--- src/ccg_pkg.sv ---
package ccg_pkg;

  // Register addresses
  localparam logic [15:0] CCG_ADDR_CPU_CLOCK_CONTROL    = 16'hfffb;
  localparam logic [15:0] CCG_ADDR_INTERNAL_OSC_MODE    = 16'hffa0;
  localparam logic [15:0] CCG_ADDR_MAIN_CLOCK_MODE      = 16'hffa1;
  localparam logic [15:0] CCG_ADDR_MAIN_OSC_CONTROL     = 16'hffa2;
  localparam logic [15:0] CCG_ADDR_OSC_OPERATION_SELECT = 16'hffef;

  // Values after reset
  localparam logic [7:0] CCG_RST_CPU_CLOCK_CONTROL    = 8'h01;
  localparam logic [7:0] CCG_RST_INTERNAL_OSC_MODE    = 8'h00;
  localparam logic [7:0] CCG_RST_MAIN_CLOCK_MODE      = 8'h00;
  localparam logic [7:0] CCG_RST_MAIN_OSC_CONTROL     = 8'h80;
  localparam logic [7:0] CCG_RST_OSC_OPERATION_SELECT = 8'h00;

  // cpu_clock_control fields
  localparam int CCG_CPU_SOURCE_STATUS_BIT = 5;
  localparam int CCG_CPU_SOURCE_SELECT_BIT = 4;
  localparam int CCG_CPU_DIVIDER_LSB       = 0;
  localparam logic [2:0] CCG_DIV_CODE_MAX  = 3'h4;
  localparam logic [2:0] CCG_SUB_DIV_CODE  = 3'h1;

  // internal_osc_mode fields
  localparam int CCG_HS_STABLE_BIT = 7;
  localparam int CCG_LS_STOP_BIT   = 1;
  localparam int CCG_HS_STOP_BIT   = 0;

  // main_clock_mode fields
  localparam int CCG_PERIPH_HS_SELECT_BIT = 2;
  localparam int CCG_MAIN_SOURCE_STATUS_BIT = 1;
  localparam int CCG_MAIN_SOURCE_SELECT_BIT = 0;

  // main_osc_control and osc_operation_select fields
  localparam int CCG_MAIN_STOP_BIT  = 7;
  localparam int CCG_EXT_MAIN_BIT   = 7;
  localparam int CCG_MAIN_ENA_BIT   = 6;
  localparam int CCG_EXT_SUB_BIT    = 5;
  localparam int CCG_SUB_ENA_BIT    = 4;
  localparam int CCG_AMP_BIT        = 0;

  // Rates and counts
  localparam int CCG_CLK_HZ         = 125_000_000;
  localparam int CCG_HS_OSC_HZ      = 8_000_000;
  localparam int CCG_LS_OSC_HZ      = 240_000;
  localparam int CCG_HS_TICK_DIV    = CCG_CLK_HZ / CCG_HS_OSC_HZ;
  localparam int CCG_LS_TICK_DIV    = CCG_CLK_HZ / CCG_LS_OSC_HZ;
  localparam logic [5:0] CCG_HS_SETTLE_TICKS = 6'h3f;
  localparam int CCG_MIN_INSTR_CLOCKS = 2;

  typedef enum logic [0:0] {CCG_MS_RUN, CCG_MS_WAIT} ccg_mux_state_t;

  // End of one divided period: low bits of the tick count all ones
  function automatic logic ccg_div_hit(input logic [3:0] cnt, input logic [2:0] code);
    logic [3:0] mask;
    mask = 4'h0;
    case (code)
      3'h1: mask = 4'h1;
      3'h2: mask = 4'h3;
      3'h3: mask = 4'h7;
      3'h4: mask = 4'hf;
      default: mask = 4'h0;
    endcase
    return (cnt & mask) == mask;
  endfunction

endpackage

--- src/ccg_clock_gen.sv ---
// Summary of operation
// - After reset the CPU always runs from the internal high-speed oscillator.
// - Crystal main oscillator stops on stop mode or its stop bit.
// - Internal high-speed oscillator stops on stop mode or its stop bit.
// - Main clock is high-speed system clock or internal high-speed clock per main_clock_mode.
// - Subsystem oscillator stoppable by register; external subsystem pin is an alternative.
// - Low-speed oscillator always runs after reset release without software.
// - Low-speed stop request works only when the option strap allows it.
// - Low-speed clock never reaches the CPU clock selection.
// - Low-speed clock drives watchdog and the 8-bit timer when it selects it.
// - Reset loads cpu_clock_control with 01H: main clock divided by two.
// - Bit 5 reads source status, bit 4 selects source, bits 2-0 divider.
// - With source 0, codes 000-100 divide the main clock by 1 to 16.
// - With source 1, codes 000-100 give subsystem/2; other combinations prohibited.
// - Shortest instruction takes two CPU clocks.
// - Main source status reads 1 on high-speed system clock, 0 on internal.
// - A CPU clock selection change takes effect at the end of the running CPU clock period.
module ccg_clock_gen
  import ccg_pkg::*;
(
  // Clock and reset
  input  wire logic        clk,
  input  wire logic        rstn,
  // Register port
  input  wire logic [15:0] reg_addr,
  input  wire logic [7:0]  reg_wdata,
  input  wire logic        reg_wr,
  input  wire logic        reg_rd,
  output logic      [7:0]  reg_rdata,
  // Clock pins
  input  wire logic        main_crystal_pin,
  input  wire logic        ext_main_clock_pin,
  input  wire logic        sub_crystal_in_pin,
  input  wire logic        ext_sub_clock_pin,
  // CPU core side
  input  wire logic        stop_mode,
  input  wire logic        ls_stop_allowed,
  output logic             cpu_clk_en,
  output logic             cpu_instr_slot,
  // Peripheral clocks
  output logic             prs_clk_en,
  output logic             wdt_clk_en,
  input  wire logic        eight_bit_timer_ls_sel,
  output logic             eight_bit_timer_ls_en,
  // Oscillator run status
  output logic             main_osc_run,
  output logic             hs_osc_run,
  output logic             sub_osc_run,
  output logic             ls_osc_run
);

  // Register fields
  logic       cpu_source_select;
  logic [2:0] cpu_divider;
  logic       cpu_source_status;
  logic [2:0] cpu_divider_active;
  logic       ls_stop;
  logic       hs_stop;
  logic       hs_stable;
  logic [5:0] hs_settle_cnt;
  logic       periph_hs_select;
  logic       periph_select_locked;
  logic       main_source_select;
  logic       main_source_status;
  logic       main_stop;
  logic       ext_main_mode;
  logic       main_osc_enable;
  logic       ext_sub_mode;
  logic       sub_osc_enable;
  logic       amp_select;

  // Strap capture
  logic       strap_taken;
  logic       ls_stoppable;

  // Internal ticks
  logic       hs_tick;
  logic       ls_tick;
  logic       xtal_rise;
  logic       ext_main_rise;
  logic       xt1_rise;
  logic       ext_sub_rise;
  logic       fin_tick;
  logic       sub_tick;

  // Main clock mux
  ccg_mux_state_t mux_state;
  logic       main_want;
  logic       main_old_tick;
  logic       main_new_tick;
  logic       main_old_alive;
  logic       main_tick;

  // CPU divider
  logic [3:0] cpu_cnt;
  logic       cpu_src_tick;
  logic [2:0] cpu_code;
  logic       cpu_period_end;
  logic       instr_phase;

  // Write decode
  logic       wr_ccc;
  logic       wr_iom;
  logic       wr_mcm;
  logic       wr_moc;
  logic       wr_oos;
  logic       ccc_write_ok;

  assign wr_ccc = reg_wr && (reg_addr == CCG_ADDR_CPU_CLOCK_CONTROL);
  assign wr_iom = reg_wr && (reg_addr == CCG_ADDR_INTERNAL_OSC_MODE);
  assign wr_mcm = reg_wr && (reg_addr == CCG_ADDR_MAIN_CLOCK_MODE);
  assign wr_moc = reg_wr && (reg_addr == CCG_ADDR_MAIN_OSC_CONTROL);
  assign wr_oos = reg_wr && (reg_addr == CCG_ADDR_OSC_OPERATION_SELECT);

  // Prohibited divider codes leave the register untouched
  assign ccc_write_ok = (reg_wdata[CCG_CPU_DIVIDER_LSB +: 3] <= CCG_DIV_CODE_MAX);

  // Oscillator enables
  assign main_osc_run = main_osc_enable & ~main_stop & ~stop_mode;
  assign hs_osc_run   = ~hs_stop & ~stop_mode;
  assign ls_osc_run   = ~(ls_stop & ls_stoppable);
  // Subsystem clock cannot be stopped while the CPU runs on it
  assign sub_osc_run  = sub_osc_enable | cpu_source_status;

  ccg_tick_gen #(
    .DIV (CCG_HS_TICK_DIV)
  ) u_hs_osc (
    .clk  (clk),
    .rstn (rstn),
    .run  (hs_osc_run),
    .tick (hs_tick)
  );

  ccg_tick_gen #(
    .DIV (CCG_LS_TICK_DIV)
  ) u_ls_osc (
    .clk  (clk),
    .rstn (rstn),
    .run  (ls_osc_run),
    .tick (ls_tick)
  );

  ccg_pin_edge u_xtal (
    .clk  (clk),
    .rstn (rstn),
    .pin  (main_crystal_pin),
    .rise (xtal_rise)
  );

  ccg_pin_edge u_ext_main (
    .clk  (clk),
    .rstn (rstn),
    .pin  (ext_main_clock_pin),
    .rise (ext_main_rise)
  );

  ccg_pin_edge u_xt1 (
    .clk  (clk),
    .rstn (rstn),
    .pin  (sub_crystal_in_pin),
    .rise (xt1_rise)
  );

  ccg_pin_edge u_ext_sub (
    .clk  (clk),
    .rstn (rstn),
    .pin  (ext_sub_clock_pin),
    .rise (ext_sub_rise)
  );

  // High-speed system clock from crystal or external pin
  assign fin_tick = main_osc_run & (ext_main_mode ? ext_main_rise : xtal_rise);
  assign sub_tick = sub_osc_run & (ext_sub_mode ? ext_sub_rise : xt1_rise);

  // Option strap is caught once after reset release
  always_ff @(posedge clk or negedge rstn) begin
    if (!rstn) begin
      strap_taken  <= 1'b0;
      ls_stoppable <= 1'b0;
    end else if (!strap_taken) begin
      strap_taken  <= 1'b1;
      ls_stoppable <= ls_stop_allowed;
    end
  end

  // cpu_clock_control
  always_ff @(posedge clk or negedge rstn) begin
    if (!rstn) begin
      cpu_source_select <= CCG_RST_CPU_CLOCK_CONTROL[CCG_CPU_SOURCE_SELECT_BIT];
      cpu_divider       <= CCG_RST_CPU_CLOCK_CONTROL[CCG_CPU_DIVIDER_LSB +: 3];
    end else if (wr_ccc && ccc_write_ok) begin
      // Bits 3 and 6 are not stored and read as zero
      cpu_source_select <= reg_wdata[CCG_CPU_SOURCE_SELECT_BIT];
      cpu_divider       <= reg_wdata[CCG_CPU_DIVIDER_LSB +: 3];
    end
  end

  // internal_osc_mode
  always_ff @(posedge clk or negedge rstn) begin
    if (!rstn) begin
      ls_stop <= CCG_RST_INTERNAL_OSC_MODE[CCG_LS_STOP_BIT];
      hs_stop <= CCG_RST_INTERNAL_OSC_MODE[CCG_HS_STOP_BIT];
    end else if (wr_iom) begin
      ls_stop <= reg_wdata[CCG_LS_STOP_BIT];
      hs_stop <= reg_wdata[CCG_HS_STOP_BIT];
    end
  end

  // High-speed oscillator settles before its status bit reads 1
  always_ff @(posedge clk or negedge rstn) begin
    if (!rstn) begin
      hs_settle_cnt <= 6'h00;
      hs_stable     <= CCG_RST_INTERNAL_OSC_MODE[CCG_HS_STABLE_BIT];
    end else if (!hs_osc_run) begin
      hs_settle_cnt <= 6'h00;
      hs_stable     <= 1'b0;
    end else if (hs_tick && !hs_stable) begin
      hs_settle_cnt <= hs_settle_cnt + 6'h01;
      hs_stable     <= (hs_settle_cnt == CCG_HS_SETTLE_TICKS);
    end
  end

  // main_clock_mode: peripheral select may be written once after reset
  always_ff @(posedge clk or negedge rstn) begin
    if (!rstn) begin
      periph_hs_select     <= CCG_RST_MAIN_CLOCK_MODE[CCG_PERIPH_HS_SELECT_BIT];
      periph_select_locked <= 1'b0;
      main_source_select   <= CCG_RST_MAIN_CLOCK_MODE[CCG_MAIN_SOURCE_SELECT_BIT];
    end else if (wr_mcm) begin
      if (!periph_select_locked) begin
        periph_hs_select     <= reg_wdata[CCG_PERIPH_HS_SELECT_BIT];
        periph_select_locked <= 1'b1;
      end
      main_source_select <= reg_wdata[CCG_MAIN_SOURCE_SELECT_BIT];
    end
  end

  // main_osc_control
  always_ff @(posedge clk or negedge rstn) begin
    if (!rstn) begin
      main_stop <= CCG_RST_MAIN_OSC_CONTROL[CCG_MAIN_STOP_BIT];
    end else if (wr_moc) begin
      main_stop <= reg_wdata[CCG_MAIN_STOP_BIT];
    end
  end

  // osc_operation_select
  always_ff @(posedge clk or negedge rstn) begin
    if (!rstn) begin
      ext_main_mode   <= CCG_RST_OSC_OPERATION_SELECT[CCG_EXT_MAIN_BIT];
      main_osc_enable <= CCG_RST_OSC_OPERATION_SELECT[CCG_MAIN_ENA_BIT];
      ext_sub_mode    <= CCG_RST_OSC_OPERATION_SELECT[CCG_EXT_SUB_BIT];
      sub_osc_enable  <= CCG_RST_OSC_OPERATION_SELECT[CCG_SUB_ENA_BIT];
      amp_select      <= CCG_RST_OSC_OPERATION_SELECT[CCG_AMP_BIT];
    end else if (wr_oos) begin
      ext_main_mode   <= reg_wdata[CCG_EXT_MAIN_BIT];
      main_osc_enable <= reg_wdata[CCG_MAIN_ENA_BIT];
      ext_sub_mode    <= reg_wdata[CCG_EXT_SUB_BIT];
      sub_osc_enable  <= reg_wdata[CCG_SUB_ENA_BIT];
      amp_select      <= reg_wdata[CCG_AMP_BIT];
    end
  end

  // Main clock mux: finish old period, then wait for the new source edge
  assign main_want      = periph_hs_select & main_source_select;
  assign main_old_tick  = main_source_status ? fin_tick : hs_tick;
  assign main_new_tick  = main_source_status ? hs_tick : fin_tick;
  assign main_old_alive = main_source_status ? main_osc_run : hs_osc_run;
  assign main_tick      = (mux_state == CCG_MS_RUN) & main_old_tick;

  always_ff @(posedge clk or negedge rstn) begin
    if (!rstn) begin
      mux_state          <= CCG_MS_RUN;
      main_source_status <= 1'b0;
    end else begin
      case (mux_state)
        CCG_MS_RUN: begin
          if ((main_want != main_source_status) && (main_old_tick || !main_old_alive)) begin
            mux_state <= CCG_MS_WAIT;
          end
        end
        CCG_MS_WAIT: begin
          if (main_new_tick) begin
            mux_state          <= CCG_MS_RUN;
            main_source_status <= ~main_source_status;
          end
        end
        default: begin
          mux_state <= CCG_MS_RUN;
        end
      endcase
    end
  end

  // CPU clock: only main or subsystem ticks, never the low-speed one
  assign cpu_src_tick   = cpu_source_status ? sub_tick : main_tick;
  assign cpu_code       = cpu_source_status ? CCG_SUB_DIV_CODE : cpu_divider_active;
  assign cpu_period_end = cpu_src_tick & ccg_div_hit(cpu_cnt, cpu_code);

  // Selection is applied at the end of the running CPU period
  always_ff @(posedge clk or negedge rstn) begin
    if (!rstn) begin
      cpu_cnt            <= 4'h0;
      cpu_source_status  <= CCG_RST_CPU_CLOCK_CONTROL[CCG_CPU_SOURCE_SELECT_BIT];
      cpu_divider_active <= CCG_RST_CPU_CLOCK_CONTROL[CCG_CPU_DIVIDER_LSB +: 3];
    end else if (cpu_period_end) begin
      cpu_cnt            <= 4'h0;
      cpu_source_status  <= cpu_source_select;
      cpu_divider_active <= cpu_divider;
    end else if (cpu_src_tick) begin
      cpu_cnt <= cpu_cnt + 4'h1;
    end
  end

  // CPU clock enable and the two-clock instruction slot
  always_ff @(posedge clk or negedge rstn) begin
    if (!rstn) begin
      cpu_clk_en     <= 1'b0;
      cpu_instr_slot <= 1'b0;
      instr_phase    <= 1'b0;
    end else begin
      cpu_clk_en     <= cpu_period_end;
      cpu_instr_slot <= cpu_period_end & instr_phase;
      if (cpu_period_end) begin
        instr_phase <= ~instr_phase;
      end
    end
  end

  // Peripheral, watchdog and timer clock enables
  always_ff @(posedge clk or negedge rstn) begin
    if (!rstn) begin
      prs_clk_en            <= 1'b0;
      wdt_clk_en            <= 1'b0;
      eight_bit_timer_ls_en <= 1'b0;
    end else begin
      prs_clk_en            <= periph_hs_select ? fin_tick : hs_tick;
      wdt_clk_en            <= ls_tick;
      eight_bit_timer_ls_en <= ls_tick & eight_bit_timer_ls_sel;
    end
  end

  // Read data stand in the cycle after the read strobe
  always_ff @(posedge clk or negedge rstn) begin
    if (!rstn) begin
      reg_rdata <= 8'h00;
    end else if (!reg_rd) begin
      reg_rdata <= 8'h00;
    end else if (reg_addr == CCG_ADDR_CPU_CLOCK_CONTROL) begin
      reg_rdata <= {2'b00, cpu_source_status, cpu_source_select, 1'b0, cpu_divider};
    end else if (reg_addr == CCG_ADDR_INTERNAL_OSC_MODE) begin
      reg_rdata <= {hs_stable, 5'h00, ls_stop, hs_stop};
    end else if (reg_addr == CCG_ADDR_MAIN_CLOCK_MODE) begin
      reg_rdata <= {5'h00, periph_hs_select, main_source_status, main_source_select};
    end else if (reg_addr == CCG_ADDR_MAIN_OSC_CONTROL) begin
      reg_rdata <= {main_stop, 7'h00};
    end else if (reg_addr == CCG_ADDR_OSC_OPERATION_SELECT) begin
      reg_rdata <= {ext_main_mode, main_osc_enable, ext_sub_mode, sub_osc_enable,
                    3'h0, amp_select};
    end else begin
      reg_rdata <= 8'h00;
    end
  end

endmodule

--- src/ccg_tick_gen.sv ---
module ccg_tick_gen #(
  parameter int DIV = 16
) (
  // Clock and reset
  input  wire logic clk,
  input  wire logic rstn,
  // Control
  input  wire logic run,
  // Tick out
  output logic      tick
);

  localparam logic [9:0] LAST = 10'(DIV - 1);

  logic [9:0] cnt;

  always_ff @(posedge clk or negedge rstn) begin
    if (!rstn) begin
      cnt  <= 10'h000;
      tick <= 1'b0;
    end else if (!run) begin
      cnt  <= 10'h000;
      tick <= 1'b0;
    end else if (cnt == LAST) begin
      cnt  <= 10'h000;
      tick <= 1'b1;
    end else begin
      cnt  <= cnt + 10'h001;
      tick <= 1'b0;
    end
  end

endmodule

--- src/ccg_pin_edge.sv ---
module ccg_pin_edge (
  // Clock and reset
  input  wire logic clk,
  input  wire logic rstn,
  // Asynchronous pin
  input  wire logic pin,
  // Rising edge, one cycle
  output logic      rise
);

  logic sync1;
  logic sync2;
  logic sync3;

  always_ff @(posedge clk or negedge rstn) begin
    if (!rstn) begin
      sync1 <= 1'b0;
      sync2 <= 1'b0;
      sync3 <= 1'b0;
      rise  <= 1'b0;
    end else begin
      sync1 <= pin;
      sync2 <= sync1;
      sync3 <= sync2;
      rise  <= sync2 & ~sync3;
    end
  end

endmodule

--- config.mk ---
export PLATFORM = sky130hd
export DESIGN_NAME = ccg_clock_gen
export DESIGN_NICKNAME = d
export VERILOG_FILES = /design/src/ccg_pkg.sv /design/src/ccg_clock_gen.sv /design/src/ccg_tick_gen.sv /design/src/ccg_pin_edge.sv
export SDC_FILE = /design/constraint.sdc
export NUM_CORES = 1
export LEC_CHECK = 0
export BUFFER_PORTS_ARGS = -buffer_cell sky130_fd_sc_hd__buf_2
export CELL_PAD_IN_SITES_DETAIL_PLACEMENT = 2
export CELL_PAD_IN_SITES_GLOBAL_PLACEMENT = 2
export CORE_ASPECT_RATIO = 1.75
export CORE_MARGIN = 8
export CORE_UTILIZATION = 40
export DETAILED_ROUTE_END_ITERATION = 8
export GPL_ROUTABILITY_DRIVEN = 0
export GPL_TIMING_DRIVEN = 1
export PLACE_DENSITY = 0.92
export SYNTH_ARGS = -nofsm -noshare
export SYNTH_HDL_FRONTEND = slang
export SYNTH_SLANG_ARGS = --single-unit
--- constraint.sdc ---
create_clock -name clk -period 5.1 [get_ports clk]
set_input_delay 1.53 -clock clk [delete_from_list [all_inputs] [get_ports clk]]
set_output_delay 1.53 -clock clk [all_outputs]
set_load 0.02 [all_outputs]
== Word level (Yosys, flattened, before mapping) ==
Index checks and enable logic that the tools add are counted.
W data, S select, Z words.

* Input port bits: 35
* Memories: 0
* RAM bits: 0
* Bits in read-only memories: 0
* Register bits: 86
* Output and inout bits: 17
* Latch bits: 0
* Word-level logic and storage cells: 144

* Equality and inequality tests: 15
* Div/mod/pow operators: 0
* Shift-type cells: 0
* Multipliers: 0
* $lt $le $gt $ge: 1
* Reduce and logical (&&, ||, !) cells: 14
* Add/sub/neg operators: 4
* Muxes and demuxes: 32
* Bitwise operators: 29

{| class="wikitable"
|+ Operators by type and width
! kind !! number
|-
| $eq A16 B16 Y1 const B || 5
|-
| $mux W8 || 6
|-
| $mux W10 || 4
|-
| $add A10 B1 Y10 const B || 2
|-
| $pmux W4 S4 || 1
|-
| $and A1 B1 Y1 || 15
|-
| $mux W1 || 15
|-
| $mux W6 || 2
|-
| $not A1 Y1 || 12
|-
| $eq A10 B10 Y1 const B || 1
|-
| $eq A10 B4 Y1 const B || 1
|-
| $logic_and A1 B1 Y1 || 8
|-
| $mux W4 || 2
|-
| $add A6 B1 Y6 const B || 1
|-
| $eq A3 B2 Y1 const B || 2
|-
| $eq A6 B6 Y1 const B || 1
|-
| $add A4 B1 Y4 const B || 1
|-
| $and A4 B4 Y4 || 1
|-
| $eq A4 B4 Y1 || 1
|-
| $reduce_and A2 Y1 || 2
|-
| $eq A3 B1 Y1 const B || 1
|-
| $eq A3 B3 Y1 const B || 1
|-
| $le A3 B3 Y1 const B || 1
|-
| $mux W3 || 1
|-
| other kinds (7) || 8
|}

== Depth between registers and ports, before layout ==
Gate-level depths: netlist of run 1.

* Depth in word-level cells: 9
* Mapped depth: 7

== Hierarchy ==
A second synthesis of run 1 with hierarchy kept.

* Cells, all modules: 313
* Area, all modules: 3748.6 sq um

{| class="wikitable"
|+ Modules (own cells, without submodules)
! module !! cells each !! area each (sq um) !! instances
|-
| ccg_clock_gen || 190 || 2220.9 || 1
|-
| ccg_tick_gen (u_hs_osc) || 52 || 543.0 || 1
|-
| ccg_tick_gen (u_ls_osc) || 51 || 529.3 || 1
|-
| ccg_pin_edge || 5 || 113.9 || 4
|}

== Least setup slack after synthesis of run 1 ==
OpenSTA, ideal clock, no wires.

* Kind: in2out
* Start: in stop_mode
* End: out hs_osc_run
* Stages: 3
* Path buffers: 1
* Data required time: 3.570 ns
* Arrival time: 2.189 ns
* Setup slack: 1.381 ns
* Cell sequence: or2_2 -> clkbuf_1 -> inv_1

* Cells in the longest elaborated chain, start to end: 2

{| class="wikitable"
|+ Ends and longest elaborated chain
! item !! RTL line !! RTL
|-
| from (decl) || ccg_clock_gen.sv:36 || <nowiki>input wire logic stop_mode,</nowiki>
|-
| $not A1 Y1 || ccg_clock_gen.sv:120 || <nowiki>assign hs_osc_run = ~hs_stop & ~stop_mode;</nowiki>
|-
| $and A1 B1 Y1 || ccg_clock_gen.sv:120 ||
|-
| to (decl) || ccg_clock_gen.sv:47 || <nowiki>output logic hs_osc_run,</nowiki>
|}

No other way between the ends.

== Final worst setup path of run 1 ==
* Start: in stop_mode
* End: out main_osc_run

* Cells in the longest elaborated chain, start to end: 2

{| class="wikitable"
|+ Ends and longest elaborated chain
! item !! RTL line !! RTL
|-
| $not A1 Y1 || ccg_clock_gen.sv:119 || <nowiki>assign main_osc_run = main_osc_enable & ~main_stop & ~stop_mode;</nowiki>
|-
| $and A1 B1 Y1 || ccg_clock_gen.sv:119 ||
|-
| to (decl) || ccg_clock_gen.sv:46 || <nowiki>output logic main_osc_run,</nowiki>
|}

No other way between the ends.

==> metrics.md, run 1 <==
| Metric | Value |
|---|---|
| Status | finished clean |
| Post-route cell area | between 4000 and 5000 um2 |
| Die Wd | between 80 and 90 um |
| Nets | 400 |
| Switching power | 0.344 mW |
| Worst ir drop on vdd | roughly 0.00019 V |
| H-tree depth | 3 |
| Worst setup path start | stop_mode |
| CP max FO | 3 |
| Setup TNS | 0 ns |
| Buffer count from post-CTS setup fixing | 0 |
| Min Tclk post-route | between 3 and 4 ns |
| Residual DRC | 0 |
| CTS clk-pin slew, worst paths | roughly 0.060 ns |
| Yosys Warn Count | 0 |
| DR vias | around 2600 |
| Max_slew headroom | 0.274 |
| Resized Gates After CTS | 0 |
| Number of max-cap violations | 0 |
| Clock power share | 0.467 |
| Synth Net Count | around 350 |
| Core area | slightly below 9000 um2 |
| GRT Util Overall | 0.185 |
| R2R Setup Slk | 2.77 ns |
| WP data arrival | approximately 2.3 ns |
| Antenna violations before repair | 1 |
| Comb pwr share | 0.054 |
| Fin. max-slew vios | 0 |
| Leakage power | around 2.0 nW |
| Fin util | 0.483 |
| Die Y | around 140 um |
| Diodes inserted | 0 |
| Vias per inst | about 5.4 |
| Hold depth | 0 |
| Worst R2R End | cpu_source_status |
| Mapped Cells | around 310 |
| Antenna viol nets, final | 0 |
| Root cell of the clock tree | clkbuf_16 |
| Switch share | 0.224 |
| FP Rows | 46 |
| Worst-Margin Slew | approximately 1.1 ns |
| Routed WL | between 10000 and 15000 um |
| Worst path required time | 3.57 ns |
| Cell count after placement | between 400 and 500 |
| I/O pin cnt | 52 |
| Share of layout cells above drive strength 1 | 0.258 |
| Setup Skew | 0.00900 ns |
| FF-to-FF path depth | 5 |
| Post-DP Area | approximately 4000 um2 |
| Startpoint Class | primary input |
| CTS Buffer Depth | 2 |
| Non-filler cells, final | ~480 |
| Largest net degree at the start of global routing | 86 |
| Die ar. | roughly 12000 um2 |
| Hold Path Sink | u_xtal.sync2 |
| Pwr per Cell Area | 356 nW/um2 |
| Per-cell routed wire length | around 22 um |
| GRT overflow | 0 |
| FF+latch count, synth | 85 |
| Syn avg cell area | around 12 um2 |
| Drt initial violations | 90 |
| First-pass GRT wire length | roughly 17000 um |
| RSZ-0062 raised after global routing | no |
| Synth Flop Type | dfrtp_1 |
| CP endpoint kind | output port |
| Register area share after synthesis | 0.589 |
| Final number of setup-violating endpoints | 0 |
| Clock latency on the worst-skew pair | approximately 0.34 ns |
| TritonCTS clock tree | yes |
| Detailed Place HPWL | a little over 7000 um |
| Pre-CTS WS | between 1 and 1.5 ns |
| Area Overhead vs Synth | 19.1% |
| Achievable Freq | roughly 0.26 GHz |
| Final hold violations | 0 |
| Synth unique cells | 50 |
| Mapped Area | around 3600 um2 |
| Worst min path class | reg -> reg |
| Asr flop ratio synth | 1.00 |
| Starting density of the core | 0.406 |
| Post-synth EDFFs | 0 |
| Number of port buffers | 49 |
| Hold Crit Start | u_xtal.sync1 |
| Post-CTS Hold Buffers | 0 |
| Vias in the first global route | around 3200 |
| Crit path kind | in -> out |
| Sequential Power Share | 0.479 |
| Final setup margin | approximately 1.3 ns |
| Reg2reg start | main_stop |
| Period utilization | 0.754 |
| Internal power | between 1 and 1.5 mW |
| Num CTS Buffers | 9 |
| CTS sink count | 85 |
| Drt first pass iters | 4 |
[cell type report]
cell class                 count  area (um2)
multi-input combinational    210        1440
inverter                       5        18.8
clock inverter                 3        68.8
sequential                    85        2130
tap                          120         150
timing repair buffer          49         248
fill                         919        4610
clock buffer                  12         256
[worst max-delay path, stage by stage]
cell	delay, ns
buf_2	0.11
nor3b_1	0.41
buf_2	0.26
[cell families after synthesis]
group	share of synthesized area
buffers and inverters	0.0145
flip-flops	0.589
XOR/XNOR	0.0508
AO/OA/AOI/OAI	0.0574
AND/OR/NAND/NOR	0.191
multiplexers	0.0778
other	0.00208
adder cells (fa/ha/maj)	0.0173
[worst max path at each step]
stage / depth (start not counted) / slack, ns / endpoint
2_1_floorplan: 3 / 1.38 / hs_osc_run
3_3_place_gp: 4 / 1.26 / hs_osc_run
3_5_place_dp: 4 / 1.24 / hs_osc_run
4_1_cts: 4 / 1.24 / hs_osc_run
5_1_grt: 4 / 1.22 / hs_osc_run
6_report: 3 / 1.25 / main_osc_run
[metrics by stage]
step	hold WS (ns)	power, mW
detailed placement	0.338	0.827
floorplan	0.331	0.776
global placement	0.336	0.819
global route	0.362	1.59
finish	0.349	1.53
CTS	0.352	1.55
[sequential cells by signal, indices dropped and copies added, names as in the netlist, 3 cells and up]
name / cells
hs_settle_cnt: 6
u_ls_osc.cnt: 10
cpu_divider: 3
reg_rdata: 7
cpu_cnt: 4
cpu_divider_active: 3
u_hs_osc.cnt: 10
[routing by layer]
layer	track usage	wire (um)
met1	0.172	3550
met2	0.361	6240
met3	0.0382	334
met4	0.0858	321
met5	0	13
[power groups by stage]
| stage | Sequential, mW | Clock [mW] | Combinational, mW |
|---|---|---|---|
| final | 0.735 | 0.715 | 0.0824 |
| after global routing | 0.739 | 0.758 | 0.0947 |
| after CTS | 0.735 | 0.732 | 0.0850 |
| after detailed placement | 0.744 | 0 | 0.0828 |
| after global placement | 0.741 | 0 | 0.0773 |
| after floorplan | 0.735 | 0 | 0.0414 |
[cell usage after synthesis, drive strengths merged (2+ instances only)]
cell	n	share of area
dfrtp	82	0.57
nor2	36	0.039
mux2	22	0.069
nand2	16	0.017
xor2	16	0.039
nand3	15	0.022
nor2b	11	0.019
a21oi	9	0.012
nand4	8	0.017
nor3	6	0.0083
and3	5	0.0086
ha	5	0.017
inv	5	0.0052
o21ai	5	0.0069
xnor2	5	0.012
a31oi	4	0.0069
and2	4	0.0069
clkbuf	4	0.0041
nor3b	4	0.0083
nor4b	4	0.0097
a22oi	3	0.0062
a32oi	3	0.0073
dfstp	3	0.022
mux2i	3	0.0083
nor4	3	0.0052
or3	3	0.0052
buf	2	0.0052
conb	2	0.0021
nand4b	2	0.0048
or2	2	0.0035
or4	2	0.0052
[cell usage in the layout (no fill, tap or decap), drive strengths merged, types with 3 or more instances in the layout]
master and instances:
a22oi 3, nand2 16, nor3b 4, xor2 16
inv 5, a21oi 9, nand4 8, dfstp 3
nor4b 4, a32oi 3, or3 3, o21ai 5
ha 5, nand3 15, mux2i 3, xnor2 5
clkbuf 12, buf 49, mux2 22, nor3 6
nor4 3, nor2 36, a31oi 4, and2 4
dfrtp 82, nor2b 11, and3 5
(Power assumes the default switching activity.)
==> inputs of run 2 (changes only) <==
--- a/config.mk
+++ b/config.mk
@@ -10,11 +10,11 @@
 export CELL_PAD_IN_SITES_GLOBAL_PLACEMENT = 2
 export CORE_ASPECT_RATIO = 1.75
 export CORE_MARGIN = 8
-export CORE_UTILIZATION = 40
+export CORE_UTILIZATION = 34
 export DETAILED_ROUTE_END_ITERATION = 8
 export GPL_ROUTABILITY_DRIVEN = 0
 export GPL_TIMING_DRIVEN = 1
-export PLACE_DENSITY = 0.92
+export PLACE_DENSITY = 0.84
 export SYNTH_ARGS = -nofsm -noshare
 export SYNTH_HDL_FRONTEND = slang
 export SYNTH_SLANG_ARGS = --single-unit
==> constraint.sdc (replaced) <==
create_clock -name clk -period 3.2 [get_ports clk]
set_input_delay 0.96 -clock clk [delete_from_list [all_inputs] [get_ports clk]]
set_output_delay 0.96 -clock clk [all_outputs]
set_load 0.02 [all_outputs]
==> run 2 against run 1 <==
Effect of this change: non-clock buffer count grew 1; clock power grew 44%; sequential share of layout area is essentially flat; final cell count grew 2.5%; total power grew 52%; die area grew 15%; setup slack lost 0.79 ns; critical path type unchanged; largest cell class unchanged.
==> metrics.md, run 2 (synthesis gave the netlist of run 1 again) <==
| Metric | Value |
|---|---|
| Status | finished clean |
| Reg2reg start | ext_main_mode |
| FF-to-FF path depth | 5 |
| Worst ir drop on vdd | 0.000279 V |
| Commonest cells after routing, fill and taps aside | dfrtp_1 (82), buf_2 (48), nor2_1 (34) |
| I/O pin cnt | 52 |
| First-pass GRT wire length | 16200 um |
| Clock latency on the worst-skew pair | between 0.3 and 0.4 ns |
| Crit path kind | in -> out |
| TritonCTS clock tree | yes |
| CP Capture Point | hs_osc_run |
| Antenna violations before repair | 0 |
| WP data arrival | roughly 1.8 ns |
| Buffer count from post-CTS setup fixing | 0 |
| Vias per inst | about 5.3 |
| Critical path's slowest cell | or2_2 |
| Most common cell after layout, fill and taps aside | dfrtp_1 |
| Top flop regs | u_hs_osc.cnt: 10 flops, u_ls_osc.cnt: 10 flops, reg_rdata: 7 flops |
| Fin. max-slew vios | 0 |
| Vias in the first global route | approximately 3100 |
| CTS clk-pin slew, worst paths | 0.06 ns |
| CTS Buffer Depth | 2 |
| Residual DRC | 0 |
| Resized Gates After CTS | 0 |
| GRT Util Overall | 0.148 |
| Max incr delay on CP | approximately 0.40 ns |
| Worst-Margin Slew | ~0.67 ns |
| Num CTS Buffers | 9 |
| Min Tclk post-route | ~2.7 ns |
| Nets | between 400 and 500 |
| CP max FO | 11 |
| Leakage power | between 2 and 2.5 nW |
| DR vias | roughly 2600 |
| Final hold violations | 0 |
| CTS sink count | 85 |
| RSZ-0062 raised after global routing | no |
| Crit path top cell by count | buf_2 |
| Period utilization | 0.854 |
| Worst path cell trace | buf_2 -> or2_2 -> inv_1 -> buf_2 |
| Post-CTS Hold Buffers | 0 |
| H-tree depth | 3 |
| GRT overflow | 0 |
| Worst path required time | ~2.2 ns |
| Hold slack | 0.349 ns |
| Worst R2R End | cpu_source_status |
| Die ar. | approximately 14000 um2 |
| Core area | 10500 um2 |
| Starting density of the core | 0.344 |
| Number of max-cap violations | 0 |
| Pwr per Cell Area | between 500 and 600 nW/um2 |
| R2R Setup Slk | slightly below 1 ns |
| FP Rows | 50 |
| Root cell of the clock tree | clkbuf_16 |
| Largest net degree at the start of global routing | 45 |
| Diodes inserted | 0 |
| Routed WL | 9710 um |
| Startpoint Class | primary input |
| Per-cell routed wire length | 19.6 um |
| CP endpoint kind | output port |
| Setup Skew | a little under 0.009 ns |
| Area Overhead vs Synth | 18.9% |
| Die Y | approximately 150 um |
| Achievable Freq | approximately 0.37 GHz |
| Drt initial violations | between 60 and 70 |
| Max_slew headroom | 0.551 |
| Worst min path class | reg -> reg |
| Drt first pass iters | 4 |
| Setup TNS | 0 ns |
| Number of port buffers | between 40 and 50 |
| Final number of setup-violating endpoints | 0 |
| Share of layout cells above drive strength 1 | 0.254 |
| Die Wd | around 94 um |
| Detailed Place HPWL | about 7300 um |
| Worst setup path start | stop_mode |
| Antenna viol nets, final | 0 |
-- run 2: cell types whose count changed in the layout (fill, tap and decap cells not counted), sizes merged --
cell	delta
buf	+1
bufinv	-1
clkbuf	+2
-- run 2: routing by layer --
metal  vias to the layer above  wire length [um]  part of all wire  track usage
met5                         -                 0                 0            0
met2                        47              5830              0.60        0.280
met4                         0               308             0.032       0.0837
met1                      1356              3260              0.34        0.137
met3                        19               321             0.033       0.0331
li1                       1187                 -                 -            -
-- run 2: critical path, delay by kind of cell --
kind	cells	cell delay [ns]
and+or+nand+nor	1	0.40
buffers and inverters	3	0.41
-- run 2: power by group --
| group | switching (mW) | internal [mW] | total (mW) | leakage, nW |
|---|---|---|---|---|
| Clock | 0.401 | 0.626 | 1.03 | 0.141 |
| Combinational | 0.0784 | 0.0536 | 0.132 | 0.781 |
| Sequential | 0.0473 | 1.12 | 1.17 | 1.11 |
| Total | 0.526 | 1.80 | 2.33 | 2.04 |
-- run 2: how the worst min path moves through the flow --
stage | startpoint | end | slack (ns) | cells after the start
finish | u_ext_main.sync1 | u_ext_main.sync2 | 0.35 | 0
global route | u_xt1.sync1 | u_xt1.sync2 | 0.37 | 0
CTS | u_xt1.sync1 | u_xt1.sync2 | 0.35 | 0
detailed placement | u_xt1.sync1 | u_xt1.sync2 | 0.34 | 0
global placement | u_xtal.sync1 | u_xtal.sync2 | 0.33 | 0
floorplan | u_ext_main.sync1 | u_ext_main.sync2 | 0.33 | 0
-- run 2: final cells by class --
class,instances,area (um2)
Fill cell,1135,6210
Sequential cell,85,2130
Multi-Input combinational cell,210,1440
Timing Repair Buffer,50,268
Clock buffer,14,254
Tap cell,130,163
Clock inverter,2,35.0
Inverter,5,18.8
-- run 2: metrics by stage --
| step | power (mW) | setup slack [ns] | std cells | utilization | instance area, um2 |
|---|---|---|---|---|---|
| floorplan | 1.24 | 0.430 | 306 | - | 3620 |
| global placement | 1.31 | 0.453 | 480 | 0.382 | 4020 |
| detailed placement | 1.32 | 0.321 | 480 | 0.382 | 4020 |
| CTS | 2.36 | 0.455 | 496 | 0.410 | 4300 |
| global route | 2.43 | 0.424 | 496 | 0.410 | 4300 |
| finish | 2.33 | 0.468 | 496 | 0.410 | 4300 |
==> inputs of run 3 (changes only) <==
--- a/config.mk
+++ b/config.mk
@@ -15,6 +15,8 @@
 export GPL_ROUTABILITY_DRIVEN = 0
 export GPL_TIMING_DRIVEN = 1
 export PLACE_DENSITY = 0.84
+export RECOVER_POWER = 100
+export SLEW_MARGIN = 20
 export SYNTH_ARGS = -nofsm -noshare
 export SYNTH_HDL_FRONTEND = slang
 export SYNTH_SLANG_ARGS = --single-unit
==> run 3 against run 2 <==
Effect of this change: highest routed layer unchanged; largest cell class unchanged; core utilization shrank 0.51 points; global-route usage is the same; non-clock buffer count is the same; largest power group unchanged; sequential power is essentially flat; combinational power shrank 3%; register-to-register slack lost 0.35 ns.
==> metrics.md, run 3 (synthesis gave the netlist of run 1 again) <==
| Metric | Value |
|---|---|
| Max_slew headroom | 0.273 |
| Antenna viol nets, final | 0 |
| Achievable Freq | ~0.36 GHz |
| Worst path required time | around 2.2 ns |
| CTS clk-pin slew, worst paths | approximately 0.06 ns |
| TritonCTS clock tree | yes |
| Num CTS Buffers | 9 |
| Most common cell after layout, fill and taps aside | dfrtp_1 |
| Worst min path class | reg -> reg |
| Min Tclk post-route | roughly 2.8 ns |
| Startpoint Class | primary input |
| Die Y | approximately 150 um |
| Non-filler cells, final | 496 |
| Die Wd | 94.0 um |
| CP endpoint kind | output port |
| Largest net degree at the start of global routing | 45 |
| Setup Skew | about 0.0083 ns |
| CTS Buffer Depth | 2 |
| Worst ir drop on vdd | about 0.00028 V |
| Nets | approximately 400 |
| Pwr per Cell Area | around 550 nW/um2 |
| Number of port buffers | 49 |
| Final hold violations | 0 |
| Die ar. | roughly 14000 um2 |
| Clock latency on the worst-skew pair | 0.34 ns |
| Vias in the first global route | around 3100 |
| CTS sink count | 85 |
| Status | finished clean |
| GRT overflow | 0 |
| Drt initial violations | 56 |
| Detailed Place HPWL | a little over 7000 um |
| Number of max-cap violations | 0 |
| First-pass GRT wire length | roughly 16000 um |
| CP max FO | 11 |
| Core area | ~11000 um2 |
| Fin. max-slew vios | 0 |
| Routed WL | 9720 um |
| Fin util | 0.404 |
| Diodes inserted | 0 |
| Root cell of the clock tree | clkbuf_16 |
| Top flop regs | u_hs_osc.cnt: 10 flops, u_ls_osc.cnt: 10 flops, reg_rdata: 7 flops |
| Post-CTS Hold Buffers | 0 |
| Drt first pass iters | 4 |
| Worst-Margin Slew | 1.09 ns |
| Residual DRC | 0 |
| Resized Gates After CTS | 0 |
| Starting density of the core | 0.344 |
| FP Rows | 50 |
| Buffer count from post-CTS setup fixing | 0 |
| H-tree depth | 3 |
| Pre-CTS WS | about 0.32 ns |
| Fillers | 1154 |
| RSZ-0062 raised after global routing | no |
| Share of layout cells above drive strength 1 | 0.191 |
| Vias per inst | around 5.3 |
| Crit path kind | in -> out |
| Commonest cells after routing, fill and taps aside | dfrtp_1 (82), nor2_1 (35), buf_2 (29) |
| WP data arrival | 1.85 ns |
| DR vias | roughly 2600 |
| Setup TNS | 0 ns |
| Final setup margin | around 0.39 ns |
| GRT Util Overall | 0.148 |
| Final number of setup-violating endpoints | 0 |
| Antenna violations before repair | 0 |
| Period utilization | 0.879 |
| Per-cell routed wire length | roughly 20 um |
| Area Overhead vs Synth | 17.5% |
| Leakage power | slightly below 2 nW |
| Cell count after placement | 480 |
| I/O pin cnt | 52 |
## run 3: cell types whose count changed in the layout (fill, tap and decap cells not counted), moves of 2 or more
cell / change
and2_1: -4
clkbuf_1: +19
and2_0: +4
clkbuf_2: +2
buf_2: -19
## run 3: metrics by stage
stage                     area [um2]  total power, mW  hold WS (ns)
after global routing            4250             2.42         0.368
final                           4250             2.32         0.349
after CTS                       4300             2.36         0.349
after global placement          4020             1.31         0.332
after detailed placement        4020             1.32         0.336
after floorplan                 3620             1.24         0.331
## run 3: layout make-up
class	instances	area (um2)	area share
Clock buffer	14	254	0.0598
Clock inverter	2	35.0	0.00824
Inverter	5	18.8	0.00442
Multi-Input combinational cell	210	1420	0.335
Sequential cell	85	2130	0.501
Tap cell	130	163	0.0383
Timing Repair Buffer	50	226	0.0533
## run 3: critical path, stage by stage
cell and delay, ns:
clkbuf_1 0.12, or2_2 0.41, inv_1 0.12, clkbuf_1 0.24
## run 3: worst paths after layout
check                                      start                 to  cells past startpoint  slack (ns)
worst min register to register  u_ext_main.sync1   u_ext_main.sync2                      0        0.35
worst max-delay path                   stop_mode         hs_osc_run                      4        0.39
min in group asynchronous                   rstn         cpu_clk_en                      1        0.81
worst max register to register     ext_main_mode  cpu_source_status                      5        0.63
worst min-delay path            u_ext_main.sync1   u_ext_main.sync2                      0        0.35
max in group asynchronous                   rstn        u_xt1.sync3                      2        0.78
## run 3: metal layers
layer  vias to the layer above  part of all wire  global-route usage
met5                         -                 0                   0
met2                        44              0.60               0.280
met3                        19             0.034              0.0331
met4                         0             0.032              0.0837
met1                      1370              0.34               0.137
li1                       1190                 -                   -
## run 3: report_power, final
part | internal, mW | total (mW) | switching (mW)
clock network | 0.626 | 1.03 | 0.400
registers | 1.12 | 1.17 | 0.0470
logic | 0.0501 | 0.128 | 0.0776
total | 1.80 | 2.32 | 0.524
